--- config.mk ---
export PLATFORM = sky130hd
export DESIGN_NAME = ccdr_top
export DESIGN_NICKNAME = d
export VERILOG_FILES = /design/src/ccdr_pkg.sv /design/src/ccdr_top.sv /design/src/ccdr_scan.sv
export SDC_FILE = /design/constraint.sdc
export NUM_CORES = 1
export LEC_CHECK = 0
export ABC_AREA = 1
export BUFFER_PORTS_ARGS = -buffer_cell sky130_fd_sc_hd__buf_2
export CAP_MARGIN = 20
export CORE_AREA = 2 2 98 195
export CTS_CLUSTER_DIAMETER = 40
export DETAILED_ROUTE_END_ITERATION = 8
export DIE_AREA = 0 0 100 197
export GPL_TIMING_DRIVEN = 1
export PLACE_DENSITY = 0.76
export SLEW_MARGIN = 5
export SYNTH_ARGS = -nofsm -noshare
export SYNTH_HDL_FRONTEND = slang
export SYNTH_HIERARCHICAL = 1
export SYNTH_SLANG_ARGS = --single-unit
export TNS_END_PERCENT = 20
--- constraint.sdc ---
create_clock -name i_clk -period 2.5 [get_ports i_clk]
set_input_delay 0.375 -clock i_clk [delete_from_list [all_inputs] [get_ports i_clk]]
set_output_delay 0.375 -clock i_clk [all_outputs]
set_load 0.02 [all_outputs]
--- src/ccdr_pkg.sv ---
package ccdr_pkg;

  // Core clock and the two timebase rates it emulates.
  localparam int CLK_HZ = 250_000_000;
  localparam int TB_HZ_10M = 10_000_000;
  localparam int TB_HZ_1M = 1_000_000;
  localparam logic [7:0] CLK_PER_TB_10M = 8'(CLK_HZ / TB_HZ_10M);
  localparam logic [7:0] CLK_PER_TB_1M = 8'(CLK_HZ / TB_HZ_1M);

  // Scan timing, counted in timebase ticks.
  localparam int DIGITS = 8;
  localparam int SCAN_DIV_10M = 20_000;
  localparam int SCAN_DIV_1M = 2_000;
  localparam logic [11:0] SLOT_TICKS_10M = 12'(SCAN_DIV_10M / DIGITS);
  localparam logic [11:0] SLOT_TICKS_1M = 12'(SCAN_DIV_1M / DIGITS);
  localparam int T_BLANK_NS = 6000;
  localparam int T_LAG_NS = 4000;
  localparam logic [11:0] BLANK_TICKS_10M = 12'(T_BLANK_NS * (TB_HZ_10M / 1_000_000) / 1000);
  localparam logic [11:0] BLANK_TICKS_1M = 12'(T_BLANK_NS * (TB_HZ_1M / 1_000_000) / 1000);
  localparam logic [11:0] LAG_TICKS_10M = 12'(T_LAG_NS * (TB_HZ_10M / 1_000_000) / 1000);
  localparam logic [11:0] LAG_TICKS_1M = 12'(T_LAG_NS * (TB_HZ_1M / 1_000_000) / 1000);

  // Interval between measurements, in timebase ticks.
  localparam int IDLE_TICKS_10M = 2_000_000;
  localparam int IDLE_TICKS_1M = 200_000;
  localparam logic [20:0] STORE_AT_TICK = 21'h0_0001;
  localparam logic [20:0] RESET_AT_TICK = 21'h0_0003;

  // Time-interval event counts per range.
  localparam logic [9:0] TI_EVENTS_R0 = 10'h001;
  localparam logic [9:0] TI_EVENTS_R1 = 10'h00a;
  localparam logic [9:0] TI_EVENTS_R2 = 10'h064;
  localparam logic [9:0] TI_EVENTS_R3 = 10'h3e8;

  // Register map, byte addresses.
  localparam logic [3:0] ADDR_CTRL = 4'h0;
  localparam logic [3:0] ADDR_STATUS = 4'h4;
  localparam logic [3:0] ADDR_VALUE = 4'h8;
  localparam logic [8:0] CTRL_RESET = 9'h000;
  localparam int CTRL_MODE_LSB = 0;
  localparam int CTRL_RANGE_LSB = 3;
  localparam int CTRL_SEL_1MHZ_BIT = 6;
  localparam int CTRL_TEST_BIT = 7;
  localparam int CTRL_OFF_BIT = 8;

  typedef enum logic [2:0] {
    MODE_FREQ = 3'h0,
    MODE_PERIOD = 3'h1,
    MODE_RATIO = 3'h2,
    MODE_TINT = 3'h3,
    MODE_UNIT = 3'h4,
    MODE_OSC = 3'h5
  } ccdr_mode_t;

  localparam logic [2:0] RANGE_EXT = 3'h4;

  typedef enum logic [1:0] {
    SEQ_RUN = 2'b00,
    SEQ_IDLE = 2'b01
  } ccdr_seq_t;

  typedef enum logic [1:0] {
    TI_UNPRIMED = 2'b00,
    TI_A_LOW = 2'b01,
    TI_PRIMED = 2'b11,
    TI_TIMING = 2'b10
  } ccdr_ti_t;

endpackage

--- src/ccdr_top.sv ---
// How it works
// - Status output is low while measuring, high between measurements.
// - Digits scan from top digit down to bottom digit with matching BCD.
// - BCD data changes before the digit drive rises, lagging 2 to 6 us.
// - Each digit is a plain 8-4-2-1 binary code.
// - Leading zero blanking touches segments only, never the BCD outputs.
// - Decimal point position follows mode and range; none for external range.
// - Overflow lights the decimal point in the top digit slot.
// - Rising edges on both A and B return the input logic to unprimed.
// - Single-cycle range measures exactly one primed event, then completes.
// - Repetitive alternating inputs prime automatically.
// - After B falls, a 200 ms update runs before any new measurement.
// - Scan rate is timebase over 2e4, or over 2e3 in 1 MHz mode.
// - Idle time is 2e6 ticks, or 2e5 ticks in 1 MHz mode.
// - Nominal refresh is 500 Hz with 244 us digit drive time.
// - A 6 us gap blanks all digit and segment drives between slots.
// - Zeros left of the decimal point are blanked up to the first nonzero.
// - Overflow disables leading zero blanking.
// - In 1 MHz mode, period and time interval shift the point right.
// - Display test shows eights with points unless display off blanks all digit and segment drives; BCD keeps scanning.
//
// Chosen here: the address map and the Avalon-MM slave port.
module ccdr_top #(
  parameter int IDLE_TICKS_10M = ccdr_pkg::IDLE_TICKS_10M,
  parameter int IDLE_TICKS_1M = ccdr_pkg::IDLE_TICKS_1M
) (
  input wire logic i_clk,
  input wire logic i_rst_b,
  input wire logic [3:0] i_avs_address,
  input wire logic i_avs_read,
  input wire logic i_avs_write,
  input wire logic [31:0] i_avs_writedata,
  input wire logic [3:0] i_avs_byteenable,
  output logic [31:0] o_avs_readdata,
  output logic o_avs_waitrequest,
  input wire logic i_input_a,
  input wire logic i_input_b,
  input wire logic i_gate_done,
  input wire logic [31:0] i_count_bcd,
  input wire logic i_overflow,
  output logic o_count_enable,
  output logic o_meas_status,
  output logic o_store_b,
  output logic o_counter_reset,
  output logic [3:0] o_bcd,
  output logic [7:0] o_digit,
  output logic [6:0] o_seg,
  output logic o_seg_dp,
  output logic o_buffered_timebase_out
);

  function automatic logic [3:0] digit_of(input logic [31:0] value, input logic [2:0] idx);
    digit_of = value[{idx, 2'b00} +: 4];
  endfunction

  function automatic logic [6:0] seg7(input logic [3:0] d);
    case (d)
      4'h0: seg7 = 7'h3f;
      4'h1: seg7 = 7'h06;
      4'h2: seg7 = 7'h5b;
      4'h3: seg7 = 7'h4f;
      4'h4: seg7 = 7'h66;
      4'h5: seg7 = 7'h6d;
      4'h6: seg7 = 7'h7d;
      4'h7: seg7 = 7'h07;
      4'h8: seg7 = 7'h7f;
      4'h9: seg7 = 7'h6f;
      default: seg7 = 7'h00;
    endcase
  endfunction

  function automatic logic [3:0] dp_digit(input logic [2:0] mode, input logic [2:0] range,
                                          input logic sel_1mhz);
    logic [3:0] r;
    r = {1'b0, range};
    if (range >= ccdr_pkg::RANGE_EXT) begin
      dp_digit = 4'h0;
    end else if (mode == ccdr_pkg::MODE_RATIO) begin
      dp_digit = r + 4'h1;
    end else if (mode == ccdr_pkg::MODE_UNIT) begin
      dp_digit = 4'h1;
    end else if (sel_1mhz && (mode == ccdr_pkg::MODE_PERIOD || mode == ccdr_pkg::MODE_TINT)) begin
      dp_digit = r + 4'h1;
    end else begin
      dp_digit = r + 4'h2;
    end
  endfunction

  function automatic logic [9:0] ti_target(input logic [2:0] range);
    case (range)
      3'h0: ti_target = ccdr_pkg::TI_EVENTS_R0;
      3'h1: ti_target = ccdr_pkg::TI_EVENTS_R1;
      3'h2: ti_target = ccdr_pkg::TI_EVENTS_R2;
      default: ti_target = ccdr_pkg::TI_EVENTS_R3;
    endcase
  endfunction

  logic [8:0] ctrl;
  logic ack;
  logic [7:0] tb_cnt;
  logic tick;
  ccdr_pkg::ccdr_seq_t seq;
  ccdr_pkg::ccdr_seq_t next_seq;
  ccdr_pkg::ccdr_ti_t ti;
  ccdr_pkg::ccdr_ti_t next_ti;
  logic [20:0] idle_cnt;
  logic [9:0] ti_events;
  logic a_s1, a_s2, a_s3, b_s1, b_s2, b_s3;
  logic a_rose_seen, b_rose_seen;
  logic [31:0] disp;
  logic ovf;
  logic [2:0] idx;
  logic drive_on;
  logic [7:0] blank_digit;
  logic run_zero;

  wire [2:0] mode = ctrl[ccdr_pkg::CTRL_MODE_LSB +: 3];
  wire [2:0] range = ctrl[ccdr_pkg::CTRL_RANGE_LSB +: 3];
  wire sel_1mhz = ctrl[ccdr_pkg::CTRL_SEL_1MHZ_BIT];
  wire disp_test = ctrl[ccdr_pkg::CTRL_TEST_BIT];
  wire disp_off = ctrl[ccdr_pkg::CTRL_OFF_BIT];

  // Avalon slave: one wait state, write commits on the accepting edge.
  wire req = i_avs_read | i_avs_write;
  wire wr_ctrl = i_avs_write & ack & (i_avs_address == ccdr_pkg::ADDR_CTRL);
  wire [31:0] status_word = {25'h000_0000, idx, ovf, ti, seq == ccdr_pkg::SEQ_IDLE};
  wire [31:0] rd_mux = (i_avs_address == ccdr_pkg::ADDR_CTRL) ? {23'h00_0000, ctrl} :
                       (i_avs_address == ccdr_pkg::ADDR_STATUS) ? status_word :
                       (i_avs_address == ccdr_pkg::ADDR_VALUE) ? disp : 32'h0000_0000;
  assign o_avs_waitrequest = req & ~ack;

  always_ff @(posedge i_clk or negedge i_rst_b) begin
    if (!i_rst_b) begin
      ack <= 1'b0;
      o_avs_readdata <= 32'h0000_0000;
      ctrl <= ccdr_pkg::CTRL_RESET;
    end else begin
      ack <= req & ~ack;
      if (i_avs_read && !ack) begin
        o_avs_readdata <= rd_mux;
      end
      if (wr_ctrl && i_avs_byteenable[0]) begin
        ctrl[7:0] <= i_avs_writedata[7:0];
      end
      if (wr_ctrl && i_avs_byteenable[1]) begin
        ctrl[8] <= i_avs_writedata[8];
      end
    end
  end

  // Timebase tick divider and buffered timebase output.
  wire [7:0] tb_div = sel_1mhz ? ccdr_pkg::CLK_PER_TB_1M : ccdr_pkg::CLK_PER_TB_10M;
  wire tb_last = tb_cnt >= tb_div - 8'h01;

  always_ff @(posedge i_clk or negedge i_rst_b) begin
    if (!i_rst_b) begin
      tb_cnt <= 8'h00;
      tick <= 1'b0;
      o_buffered_timebase_out <= 1'b0;
    end else begin
      tb_cnt <= tb_last ? 8'h00 : tb_cnt + 8'h01;
      tick <= tb_last;
      o_buffered_timebase_out <= tb_cnt < {1'b0, tb_div[7:1]};
    end
  end

  // Pin synchronisers and edge detection.
  always_ff @(posedge i_clk or negedge i_rst_b) begin
    if (!i_rst_b) begin
      {a_s1, a_s2, a_s3} <= 3'h7;
      {b_s1, b_s2, b_s3} <= 3'h7;
    end else begin
      {a_s1, a_s2, a_s3} <= {i_input_a, a_s1, a_s2};
      {b_s1, b_s2, b_s3} <= {i_input_b, b_s1, b_s2};
    end
  end

  wire a_fall = a_s3 & ~a_s2;
  wire b_fall = b_s3 & ~b_s2;
  wire a_rise = ~a_s3 & a_s2;
  wire b_rise = ~b_s3 & b_s2;
  wire both_rose = (a_rose_seen | a_rise) & (b_rose_seen | b_rise);

  // Time-interval priming and event counting.
  wire ti_active = (mode == ccdr_pkg::MODE_TINT) && (seq == ccdr_pkg::SEQ_RUN);
  wire ti_last = ti_events + 10'h001 >= ti_target(range);
  wire ti_end = ti_active && ti == ccdr_pkg::TI_TIMING && b_fall && ti_last;

  always_comb begin
    next_ti = ti;
    if (both_rose) begin
      next_ti = ccdr_pkg::TI_UNPRIMED;
    end else if (ti_active) begin
      unique case (ti)
        ccdr_pkg::TI_UNPRIMED: if (a_fall) next_ti = ccdr_pkg::TI_A_LOW;
        ccdr_pkg::TI_A_LOW: if (b_fall) next_ti = ccdr_pkg::TI_PRIMED;
        ccdr_pkg::TI_PRIMED: if (a_fall) next_ti = ccdr_pkg::TI_TIMING;
        ccdr_pkg::TI_TIMING: begin
          if (b_fall) begin
            next_ti = (range == 3'h0) ? ccdr_pkg::TI_UNPRIMED : ccdr_pkg::TI_PRIMED;
          end
        end
      endcase
    end
  end

  always_ff @(posedge i_clk or negedge i_rst_b) begin
    if (!i_rst_b) begin
      ti <= ccdr_pkg::TI_UNPRIMED;
      ti_events <= 10'h000;
      a_rose_seen <= 1'b0;
      b_rose_seen <= 1'b0;
    end else begin
      ti <= next_ti;
      a_rose_seen <= both_rose ? 1'b0 : (a_rose_seen | a_rise) & ~a_fall;
      b_rose_seen <= both_rose ? 1'b0 : (b_rose_seen | b_rise) & ~b_fall;
      if (seq == ccdr_pkg::SEQ_IDLE) begin
        ti_events <= 10'h000;
      end else if (ti_active && ti == ccdr_pkg::TI_TIMING && b_fall) begin
        ti_events <= ti_events + 10'h001;
      end
    end
  end

  // Measurement sequencer with the idle interval between measurements.
  wire ti_ranged = (mode == ccdr_pkg::MODE_TINT) && (range != ccdr_pkg::RANGE_EXT);
  wire meas_end = ti_ranged ? ti_end : i_gate_done;
  wire [20:0] idle_ticks = sel_1mhz ? 21'(IDLE_TICKS_1M) : 21'(IDLE_TICKS_10M);
  wire idle_last = tick && idle_cnt >= idle_ticks - 21'h0_0001;
  wire at_store = seq == ccdr_pkg::SEQ_IDLE && idle_cnt == ccdr_pkg::STORE_AT_TICK;
  wire at_reset = seq == ccdr_pkg::SEQ_IDLE && idle_cnt == ccdr_pkg::RESET_AT_TICK;

  always_comb begin
    next_seq = seq;
    unique case (seq)
      ccdr_pkg::SEQ_RUN: if (meas_end) next_seq = ccdr_pkg::SEQ_IDLE;
      ccdr_pkg::SEQ_IDLE: if (idle_last) next_seq = ccdr_pkg::SEQ_RUN;
    endcase
  end

  always_ff @(posedge i_clk or negedge i_rst_b) begin
    if (!i_rst_b) begin
      seq <= ccdr_pkg::SEQ_RUN;
      idle_cnt <= 21'h0_0000;
      o_meas_status <= 1'b0;
      o_store_b <= 1'b1;
      o_counter_reset <= 1'b0;
      o_count_enable <= 1'b0;
      disp <= 32'h0000_0000;
      ovf <= 1'b0;
    end else begin
      seq <= next_seq;
      if (seq != ccdr_pkg::SEQ_IDLE) begin
        idle_cnt <= 21'h0_0000;
      end else if (tick) begin
        idle_cnt <= idle_cnt + 21'h0_0001;
      end
      o_meas_status <= next_seq == ccdr_pkg::SEQ_IDLE;
      o_store_b <= ~at_store;
      o_counter_reset <= at_reset;
      o_count_enable <= (mode == ccdr_pkg::MODE_TINT) ?
                        (next_seq == ccdr_pkg::SEQ_RUN && next_ti == ccdr_pkg::TI_TIMING) :
                        (next_seq == ccdr_pkg::SEQ_RUN);
      if (at_store && tick) begin
        disp <= i_count_bcd;
        ovf <= i_overflow;
      end
    end
  end

  // Digit scan and display drive.
  ccdr_scan u_scan (
    .i_clk(i_clk),
    .i_rst_b(i_rst_b),
    .i_tick(tick),
    .i_sel_1mhz(sel_1mhz),
    .o_idx(idx),
    .o_drive_on(drive_on)
  );

  wire [3:0] dp_pos = dp_digit(mode, range, sel_1mhz);
  wire [3:0] dp_eff = (dp_pos == 4'h0) ? 4'h1 : dp_pos;

  always_comb begin
    run_zero = 1'b1;
    blank_digit = 8'h00;
    for (int d = 7; d >= 0; d--) begin
      run_zero = run_zero & (digit_of(disp, 3'(d)) == 4'h0);
      blank_digit[d] = run_zero & (4'(d) >= dp_eff) & ~ovf;
    end
  end

  wire show = drive_on & ~disp_off;
  wire [3:0] cur = digit_of(disp, idx);
  wire [7:0] next_digit = show ? (8'h01 << idx) : 8'h00;
  wire [6:0] next_seg = !show ? 7'h00 :
                        disp_test ? 7'h7f :
                        blank_digit[idx] ? 7'h00 : seg7(cur);
  wire next_dp = show & (disp_test | (idx == 3'h7 & ovf) | ({1'b0, idx} + 4'h1 == dp_pos));

  always_ff @(posedge i_clk or negedge i_rst_b) begin
    if (!i_rst_b) begin
      o_bcd <= 4'h0;
      o_digit <= 8'h00;
      o_seg <= 7'h00;
      o_seg_dp <= 1'b0;
    end else begin
      o_bcd <= cur;
      o_digit <= next_digit;
      o_seg <= next_seg;
      o_seg_dp <= next_dp;
    end
  end

endmodule

--- src/ccdr_scan.sv ---
// Digit slot sequencer: blanking gap, data step, then digit drive.
module ccdr_scan (
  input wire logic i_clk,
  input wire logic i_rst_b,
  input wire logic i_tick,
  input wire logic i_sel_1mhz,
  output logic [2:0] o_idx,
  output logic o_drive_on
);

  logic [11:0] cnt;
  wire [11:0] slot_ticks = i_sel_1mhz ? ccdr_pkg::SLOT_TICKS_1M : ccdr_pkg::SLOT_TICKS_10M;
  wire [11:0] blank_ticks = i_sel_1mhz ? ccdr_pkg::BLANK_TICKS_1M : ccdr_pkg::BLANK_TICKS_10M;
  wire [11:0] lag_ticks = i_sel_1mhz ? ccdr_pkg::LAG_TICKS_1M : ccdr_pkg::LAG_TICKS_10M;
  wire last = cnt >= slot_ticks - 12'h001;
  wire [11:0] next_cnt = last ? 12'h000 : cnt + 12'h001;
  wire step = cnt == blank_ticks - lag_ticks;

  always_ff @(posedge i_clk or negedge i_rst_b) begin
    if (!i_rst_b) begin
      cnt <= 12'h000;
      o_idx <= 3'h0;
      o_drive_on <= 1'b0;
    end else if (i_tick) begin
      cnt <= next_cnt;
      if (step) begin
        o_idx <= o_idx - 3'h1;
      end
      o_drive_on <= next_cnt >= blank_ticks;
    end
  end

endmodule

==> flow_summary_export.csv, run 1 <==
group,metric,value,unit
synth,synth-edff-count,0,
cts,cts_buffers,17,
worst_setup_path,critical_path_class,"reg2reg",
global_route,grt_pass1_wl,39500,µm
worst_setup_path,cp_max_fo,3,
sta,tns,-0.0102,ns
cts,root_buffer,"clkbuf_16",
sta,rsz0062_at_grt,"true",
sta,fmax,398,MHz
floorplan,chipWidth,100,µm
floorplan,die_area,19700,µm²
floorplan,coreArea,18200,µm²
power,powerDensity,568,nW/µm²
synth,ys.flop_type,"dfrtp_1",
finish,insertedDiodeCount,0,
drt,drt-initial-drc-count,415,
cts,clk_latency,0.44,ns
cts,cts_buffer_depth,2,
worst_setup_path,required,2.82,ns
outcome,status,"finished, violations left",
finish,drive_above_1_share,0.216,
sta,clock-skew-final,0.0118,ns
sta,holdWs,0.0383,ns
drt,remaining_drc_errors,0,
synth,synth_area,9330,µm²
sta,setup_viol,1,
global_route,antenna_found_initial,0,
synth,syn_inst,1162,
sta,finalCritPeriodShare,1.00,
cts,cts_sinks,168,
sta,layout_setup_ws,-0.0102,ns
synth,ys_ff_latch,168,
worst_setup_path,cp.arrival,2.83,ns
power,p_leak,0.00597,µW
placed_design,place.gp.congestion,0.943,
sta,max_slew_margin,0.402,
drt,routed_wl,25200,µm
power,peakVddDrop,0.463,mV
finish,areaGrowthSynthToFinish,19.7,%
drt,ant_nets,0,
run,drv_cap,0,
sta,drv_slew,0,
synth,async_flop_share,1.00,
synth,synthDistinctLibCells,53,
drt,wl_per_cell,16.3,µm
finish,fill_cells,1630,
drt,drt-pass1-iter-count,5,
sta,worst_pin_slew,0.897,ns
sta,hold_viol,0,
synth,seq_area_frac_synth,0.451,
finish,final-seq-area,4220,µm²
worst_setup_path,crit_path_end_kind,"flip-flop",
global_route,gr-total-overflow,0,
floorplan,io_pins,138,
placed_design,io_buffers,112,
placed_design,post-place-ws,-0.0469,ns
placed_design,dp_hpwl,18800,µm
drt,avgViaCountPerCell,5.48,
finish,final_area,11200,µm²
synth,synthesis.nets,1296,
global_route,grt_max_degree,67,
floorplan,die_h,197,µm
hold_path,min_path_type,"in2reg",
synth,yosysWarnings,6,
cts,cts.htree.levels,4,
drt,vias,8459,
global_route,track_usage,0.258,
finish,final_nets,1448,
cts,cts_tree,"built",
outcome,violations,"setup timing",
worst_setup_path,start_kind,"flip-flop",
global_route,grt_pass1_vias,8479,
floorplan,initial_core_util,0.512,
finish,multi_input_area,4400,µm²
sta,period_minus_slack,2.51,ns
placed_design,placed_area,10400,µm²
floorplan,rows,70,
cts,clkTransAtPathRegs,0.07,ns
synth,synth.avg_cell_area,8.03,µm²
==> registers in the layout, summed over array words and instances (netlist names), 3 cells and up <==
register,flops
tb_cnt,8
o_avs_readdata,32
o_bcd,4
ti_events,10
ctrl,9
disp,32
o_seg,7
u_scan/cnt,12
u_scan/o_idx,3
o_digit,8
idle_cnt,21
==> cells in the mapped netlist, types with 3 or more instances <==
library cell	instances	area share
nand2_1	230	0.093
inv_1	180	0.072
dfrtp_1	161	0.43
nor2_1	121	0.049
a21oi_1	82	0.044
o21ai_0	56	0.030
ha_1	54	0.072
nand3_1	46	0.025
nor3_1	35	0.019
o31ai_1	25	0.020
clkbuf_1	15	0.0060
nand4_1	15	0.010
o22ai_1	13	0.0087
xor2_1	13	0.012
nor2_2	11	0.0074
a21oi_2	8	0.0075
o211ai_1	8	0.0064
dfstp_2	7	0.020
nor4_1	7	0.0047
buf_2	6	0.0032
buf_6	5	0.0060
nand2_2	5	0.0034
nor2_4	5	0.0060
nor3b_1	5	0.0040
or2_2	5	0.0034
o21bai_1	4	0.0032
a211oi_1	3	0.0024
buf_4	3	0.0024
clkinv_1	3	0.0012
inv_2	3	0.0012
==> timing repair <==
action,4_1_cts,5_1_grt
resized for setup,6,44
buffers inserted,4,4
endpoints found under the setup margin,4,8
hold endpoints to repair,40,0
pin swaps,2,16
hold buffers,1,0
==> layer usage <==
layer	routed length [µm]	global-route usage	share of wire	up-vias
met4	1390	0.165	0.055	0
met3	967	0.0418	0.038	86
li1	-	-	-	4079
met5	0	0	0	-
met1	8900	0.250	0.35	4041
met2	13900	0.489	0.55	253
==> cell usage in the layout (no fill, tap or decap), types with 35 or more instances in the layout <==
cell | synthesis | final
inv_1 | 180 | 174
nand2_1 | 230 | 223
a21oi_1 | 82 | 80
buf_4 | 3 | 47
buf_2 | 6 | 111
nor2_1 | 121 | 116
nand3_1 | 46 | 42
nor3_1 | 35 | 35
dfrtp_1 | 161 | 159
ha_1 | 54 | 50
o21ai_0 | 56 | 51
==> worst max-delay path, cell delays in order, from the launching register on <==
cell,delay (ns)
dfrtp_1,0.41
nand3_2,0.12
nor2_4,0.05
buf_4,0.13
buf_4,0.12
buf_4,0.12
buf_4,0.13
xor2_2,0.16
ha_1,0.35
nand2_1,0.12
nor2_1,0.06
nand3_1,0.08
nand4_1,0.11
nand2_1,0.11
nand2_1,0.11
o21ai_2,0.17
nor2_2,0.04
==> report_power, final <==
| part | switching (µW) | total [µW] | internal, µW |
|---|---|---|---|
| Combinational | 517 | 815 | 298 |
| Sequential | 102 | 2930 | 2830 |
| Clock | 1170 | 2600 | 1430 |
| Total | 1790 | 6350 | 4550 |
==> cell families after synthesis <==
logic type | share of synthesized area
AND/OR/NAND/NOR | 0.233
buffers and inverters | 0.0945
AO/OA/AOI/OAI | 0.135
flip-flops | 0.451
adder cells (fa/ha/maj) | 0.0724
XOR/XNOR | 0.0131
multiplexers | 0.00107
==> stage by stage <==
stage / util / std cells / power [µW]
after floorplan: - / 1162 / 3450
after global placement: 0.569 / 1502 / 3740
after detailed placement: 0.569 / 1502 / 3770
after CTS: 0.603 / 1539 / 6360
after global routing: 0.613 / 1543 / 6610
final: 0.613 / 1543 / 6350
==> cell type report <==
cell class / instances / area share
flip-flops and latches: 168 / 0.377
repair buffers: 164 / 0.0904
well taps: 216 / 0.0242
clock buffers: 19 / 0.0397
clock inverters: 13 / 0.0121
multi-input cells: 777 / 0.394
inverters: 186 / 0.0625
==> worst paths after layout <==
path                              startpoint        endpoint  slack [ns]  cells past startpoint
worst min register to register          a_s1            a_s2        0.36                      0
max in group asynchronous            i_rst_b   u_scan/cnt[9]        1.38                      3
worst max-delay path            ti_events[0]  o_count_enable       -0.01                     16
worst min-delay path               i_input_a            a_s1        0.04                      1
worst max register to register  ti_events[0]  o_count_enable       -0.01                     16
min in group asynchronous            i_rst_b    idle_cnt[13]        0.43                      2
(Power assumes the default switching activity.)
==> run 2, diff against run 1 <==
Settings changed: CORE_AREA 2 2 98 195 to 2 2 112 222, DIE_AREA 0 0 100 197 to 0 0 114 224, PLACE_DENSITY 0.76 to not set.
==> flow_summary_export.csv, run 2 (synthesis gave the netlist of run 1 again) <==
group,metric,value,unit
global_route,grt_max_degree,63,
cts,cts_buffer_depth,2,
floorplan,rows,80,
finish,utilization,0.479,
finish,multi_input_area,4360,µm²
floorplan,die_h,224,µm
global_route,track_usage,0.215,
finish,drive_above_1_share,0.221,
sta,setup_viol,0,
floorplan,die_area,25500,µm²
power,powerDensity,581,nW/µm²
finish,areaGrowthSynthToFinish,22.3,%
outcome,status,"completed",
drt,dr_wl_met2,15200,µm
global_route,gr-total-overflow,0,
global_route,antenna_found_initial,0,
power,peakVddDrop,0.440,mV
cts,root_buffer,"clkbuf_16",
finish,reg_top3,"disp x32, o_avs_readdata x32, idle_cnt x21",
hold_path,min_path_type,"in2reg",
worst_setup_path,start_kind,"flip-flop",
placed_design,io_buffers,112,
floorplan,io_pins,138,
finish,insertedDiodeCount,0,
cts,cts_sinks,168,
drt,avgViaCountPerCell,5.09,
finish,final-seq-area,4220,µm²
sta,period_minus_slack,2.40,ns
cts,cts_tree,"built",
sta,max_slew_margin,0.589,
cts,clk_latency,0.46,ns
worst_setup_path,path_cells,"ha_2 > nand2_1 > inv_2 > nand3_2 > nor2_2 > inv_2 > o21ai_2 > o21ai_2 > inv_1 > ha_1 > nand2_2 > nor2_1 > a211oi_2 > nand4_1 > nand2_2 > nand2_2 > o21ai_2 > nor2_2",
worst_setup_path,cp.arrival,2.75,ns
power,p_leak,0.00608,µW
drt,drt-pass1-iter-count,5,
cts,cts_buffers,17,
drt,dr_wl_met3,853,µm
floorplan,chipWidth,114,µm
cts,clkTransAtPathRegs,0.07,ns
drt,ant_nets,0,
placed_design,place.gp.congestion,0.916,
global_route,grt_pass1_vias,8455,
drt,top_layer,"met4",
sta,worst_pin_slew,0.615,ns
placed_design,dp_hpwl,20200,µm
sta,hold_viol,0,
cts,cts.htree.levels,4,
drt,drt-initial-drc-count,471,
worst_setup_path,cpPeakStageDelay,0.39,ns
drt,routed_wl,26400,µm
drt,wl_per_cell,16.2,µm
run,drv_cap,0,
floorplan,coreArea,23800,µm²
sta,rsz0062_at_grt,"true",
floorplan,initial_core_util,0.392,
finish,layout_commonest_cell,"nand2_1",
sta,drv_slew,0,
sta,clock-skew-final,0.00964,ns
worst_setup_path,required,2.85,ns
worst_setup_path,cp_max_fo,3,
finish,mostFrequentLayoutCells,"nand2_1, inv_1, dfrtp_1, nor2_1, buf_2",
placed_design,placed_cells,1587,
finish,final_nets,1462,
global_route,grt_pass1_wl,42300,µm
finish,layout.cells.non_filler,1628,
drt,remaining_drc_errors,0,
worst_setup_path,critical_path_class,"reg2reg",
drt,met1Wirelength,9510,µm
sta,finalCritPeriodShare,0.961,
finish,fill_cells,2431,
worst_setup_path,slowest_stage,"dfrtp_1",
sta,fmax,416,MHz
drt,vias,8282,
sta,tns,0,ns
worst_setup_path,crit_path_end_kind,"flip-flop",
==> run 2: cell types whose count changed in the layout (fill, tap and decap cells not counted), moves of 2 or more <==
cell and change:
bufinv_16 +2, clkbuf_8 +3, buf_4 +11, dfrtp_1 -2
dlygate4sd3_1 +2, nand2_1 +2, clkinvlp_4 -4, dfrtp_2 +2
==> run 2: metal layers <==
| layer | vias to the layer above | global-route usage |
|---|---|---|
| li1 | 4117 | - |
| met1 | 3960 | 0.217 |
| met2 | 158 | 0.419 |
| met3 | 47 | 0.0346 |
| met4 | 0 | 0.0980 |
| met5 | - | 0 |
==> run 2: path summary, 6_finish.rpt <==
path	slack (ns)	startpoint	cells past startpoint	end
worst max-delay path	0.1	ti_events[1]	18	o_count_enable
max in group asynchronous	1.24	i_rst_b	3	o_store_b
min in group asynchronous	0.48	i_rst_b	2	idle_cnt[14]
worst max register to register	0.1	ti_events[1]	18	o_count_enable
worst min register to register	0.36	b_s1	0	b_s2
worst min-delay path	0.11	i_count_bcd[5]	3	disp[5]
==> run 2: stage by stage <==
step / hold WS (ns) / worst slack, ns / area (µm²) / power [µW]
after detailed placement: 0.347 / -0.104 / 10600 / 3810
after global routing: 0.116 / -0.0909 / 11400 / 6940
final: 0.113 / 0.0986 / 11400 / 6630
after floorplan: 0.0794 / 0.0576 / 9330 / 3450
after CTS: 0.0952 / 0.00138 / 11300 / 6710
after global placement: 0.346 / -0.0148 / 10600 / 3790
==> run 2: what timing repair did <==
| action | CTS | global route |
|---|---|---|
| gates resized for setup | 15 | 31 |
| endpoints found under the hold margin | 53 | 0 |
| buffers inserted | 2 | 4 |
| setup endpoints to repair | 5 | 8 |
| pin swaps | 8 | 11 |
| hold buffers | 3 | 0 |
==> run 2: power by group <==
part           switching [µW]  leakage [µW]  total [µW]  internal [µW]
combinational             516       0.00352         835            318
sequential                106       0.00224        2940           2830
clock                    1160      0.000317        2860           1700
==> run 2: critical path, delay by kind of cell, from the launching register on <==
family,cells,cell delay [ns]
adder cells (fa/ha/maj),2,0.42
buffers and inverters,3,0.19
AND/OR/NAND/NOR,9,0.79
AO/OA/AOI/OAI,4,0.52
flip-flops,1,0.39
==> run 2: layout make-up <==
cell class / instances / share of cell area
clock buffers: 21 / 0.0421
clock inverters: 11 / 0.0139
multi-input cells: 777 / 0.382
flip-flops and latches: 168 / 0.370
well taps: 287 / 0.0315
inverters: 186 / 0.0614
repair buffers: 178 / 0.0992
==> run 3, diff against run 2 <==
Settings changed: SYNTH_HIERARCHICAL 1 to not set.
Clock period 2.5 ns to 2.6 ns, I/O delays scaled along.
==> flow_summary_export.csv, run 3 <==
group,metric,value,unit
drt,vias,8234,
synth,synthDistinctLibCells,51,
sta,max_slew_margin,0.530,
sta,worst_pin_slew,0.704,ns
synth,yosys.area_share.simple,0.226,
global_route,grt_pass1_wl,41200,µm
floorplan,die_area,25500,µm²
sta,period_minus_slack,2.59,ns
synth,synth.most_common_cell,"nand2_1",
floorplan,coreArea,23800,µm²
floorplan,io_pins,138,
synth,async_flop_share,1.00,
synth,synth_top_area_cell,"dfrtp_1",
sta,finalCritPeriodShare,0.997,
floorplan,initial_core_util,0.393,
worst_setup_path,crit_path_end_kind,"flip-flop",
drt,avgViaCountPerCell,5.13,
synth,synth_xor_area_frac,0.0168,
power,powerDensity,560,nW/µm²
synth,synth-edff-count,0,
global_route,gr-total-overflow,0,
floorplan,rows,80,
synth,synth_top_family_by_area,"simple AND/OR/NAND/NOR gates",
worst_setup_path,slowest_stage,"dfrtp_1",
finish,fill_cells,2381,
cts,clk_latency,0.45,ns
sta,rsz0062_at_grt,"true",
synth,ys.flop_type,"dfrtp_1",
sta,drv_slew,0,
worst_setup_path,path_buf_inv,2,
cts,cts_buffers,17,
sta,layout_setup_ws,0.00780,ns
outcome,status,"completed",
finish,utilization,0.473,
synth,yosysTopAreaCellShare,0.431,
placed_design,placed_area,10400,µm²
cts,root_buffer,"clkbuf_16",
synth,synth_area,9360,µm²
cts,clkTransAtPathRegs,0.06,ns
global_route,grt_max_degree,67,
worst_setup_path,rr_startpoint,"ti_events[0]",
drt,routed_wl,25900,µm
synth,seq_area_frac_synth,0.450,
sta,fmax,386,MHz
finish,multi_input_area,4430,µm²
synth,syn_inst,1162,
synth,synth-compound-area-share,0.143,
floorplan,die_h,224,µm
worst_setup_path,critical_path_class,"reg2reg",
worst_setup_path,cp-startpoint,"ti_events[0]",
sta,holdWs,0.0423,ns
worst_setup_path,cp.arrival,2.97,ns
synth,ys_ff_latch,168,
synth,synthTopCellsByCount,"nand2_1, dfrtp_1, inv_1, nor2_1, o21ai_0",
finish,final_nets,1441,
synth,ys_top_cells_by_area,"dfrtp_1, nand2_1, ha_1",
worst_setup_path,required,2.98,ns
floorplan,chipWidth,114,µm
placed_design,post-place-ws,-0.0273,ns
placed_design,place.gp.congestion,0.930,
synth,synth_fa_ha_area_frac,0.0735,
finish,areaGrowthSynthToFinish,20.3,%
finish,final-seq-area,4220,µm²
sta,clock-skew-final,0.0116,ns
finish,mostFrequentLayoutCells,"nand2_1, inv_1, dfrtp_1, buf_2, nor2_1",
sta,setup_viol,0,
worst_setup_path,cp_top_family,"simple AND/OR/NAND/NOR gates",
run,drv_cap,0,
cts,cts_buffer_depth,2,
finish,layout_commonest_cell,"nand2_1",
power,p_leak,0.00612,µW
drt,drt-initial-drc-count,490,
worst_setup_path,crit_path_end,"o_count_enable",
placed_design,dp_hpwl,19600,µm
finish,drive_above_1_share,0.202,
hold_path,min_path_type,"in2reg",
global_route,antenna_found_initial,0,
worst_setup_path,r2r_setup_slack,0.008,ns
synth,synthesis.nets,1297,
drt,drt-pass1-iter-count,5,
global_route,track_usage,0.209,
drt,wl_per_cell,16.1,µm
power,peakVddDrop,0.371,mV
sta,tns,0,ns
worst_setup_path,cp_max_fo,3,
synth,synthMuxAreaShare,0,
finish,reg_top3,"disp x32, o_avs_readdata x32, idle_cnt x21",
global_route,grt_pass1_vias,8211,
synth,synth.avg_cell_area,8.05,µm²
sta,hold_viol,0,
worst_setup_path,worst-path-stages,17,
finish,insertedDiodeCount,0,
placed_design,io_buffers,112,
cts,cts.htree.levels,4,
worst_setup_path,cpPeakStageDelay,0.42,ns
cts,cts_sinks,168,
drt,ant_nets,0,
worst_setup_path,path_cells,"nand3_2 > nor2_4 > nand2_2 > nor3_4 > nand3_1 > xor2_1 > inv_1 > ha_4 > nand2_4 > nor2_2 > a211oi_2 > nand4_1 > nand2_1 > nand3_2 > nand2_2 > inv_2 > nor2_2",
worst_setup_path,start_kind,"flip-flop",
worst_setup_path,r2r_end,"o_count_enable",
synth,yosysWarnings,0,
worst_setup_path,ff2ff_path_depth,17,
drt,remaining_drc_errors,0,
cts,cts_tree,"built",
finish,final_area,11300,µm²
## run 3: stage by stage
stage	cells	total power [µW]
6_report	1606	6310
4_1_cts	1597	6360
2_1_floorplan	1162	3330
3_3_place_gp	1564	3630
5_1_grt	1606	6610
3_5_place_dp	1564	3650
## run 3: where the power goes
group	switching (µW)	total, µW	internal, µW
Clock	1120	2700	1580
Combinational	486	783	297
Sequential	102	2830	2730
## run 3: area by class of cell
| cell class | count | area share |
|---|---|---|
| Clock buffer | 20 | 0.0406 |
| Clock inverter | 12 | 0.0147 |
| Inverter | 184 | 0.0616 |
| Multi-Input combinational cell | 780 | 0.393 |
| Sequential cell | 168 | 0.374 |
| Tap cell | 287 | 0.0319 |
| Timing Repair Buffer | 155 | 0.0837 |
## run 3: timing repair
item	in CTS	in global routing
pin swaps	0	18
buffers inserted	0	9
endpoints found under the hold margin	47	0
hold buffers	1	0
resized for setup	2	32
endpoints found under the setup margin	3	7
## run 3: metal layers
metal / vias to the layer above / track usage / part of all wire
met1: 3896 / 0.217 / 0.37
li1: 4105 / - / -
met4: 0 / 0.0869 / 0.034
met5: - / 0 / 0
met3: 49 / 0.0409 / 0.038
met2: 184 / 0.400 / 0.56
## run 3: how the worst min path moves through the flow
stage / to / cells after the start / from
2_1_floorplan: a_rose_seen / 0 / i_rst_b
3_3_place_gp: a_s2 / 0 / a_s1
3_5_place_dp: a_s2 / 0 / a_s1
4_1_cts: a_s1 / 1 / i_input_a
5_1_grt: a_s1 / 1 / i_input_a
6_report: a_s1 / 1 / i_input_a
## run 3: cells by family (layout without fill, tap and decap cells)
family,after synthesis,in the layout
AO/OA/AOI/OAI,224,224
XOR/XNOR,18,18
buffers and inverters,214,371
flip-flops,168,168
adder cells (fa/ha/maj),55,55
AND/OR/NAND/NOR,483,483
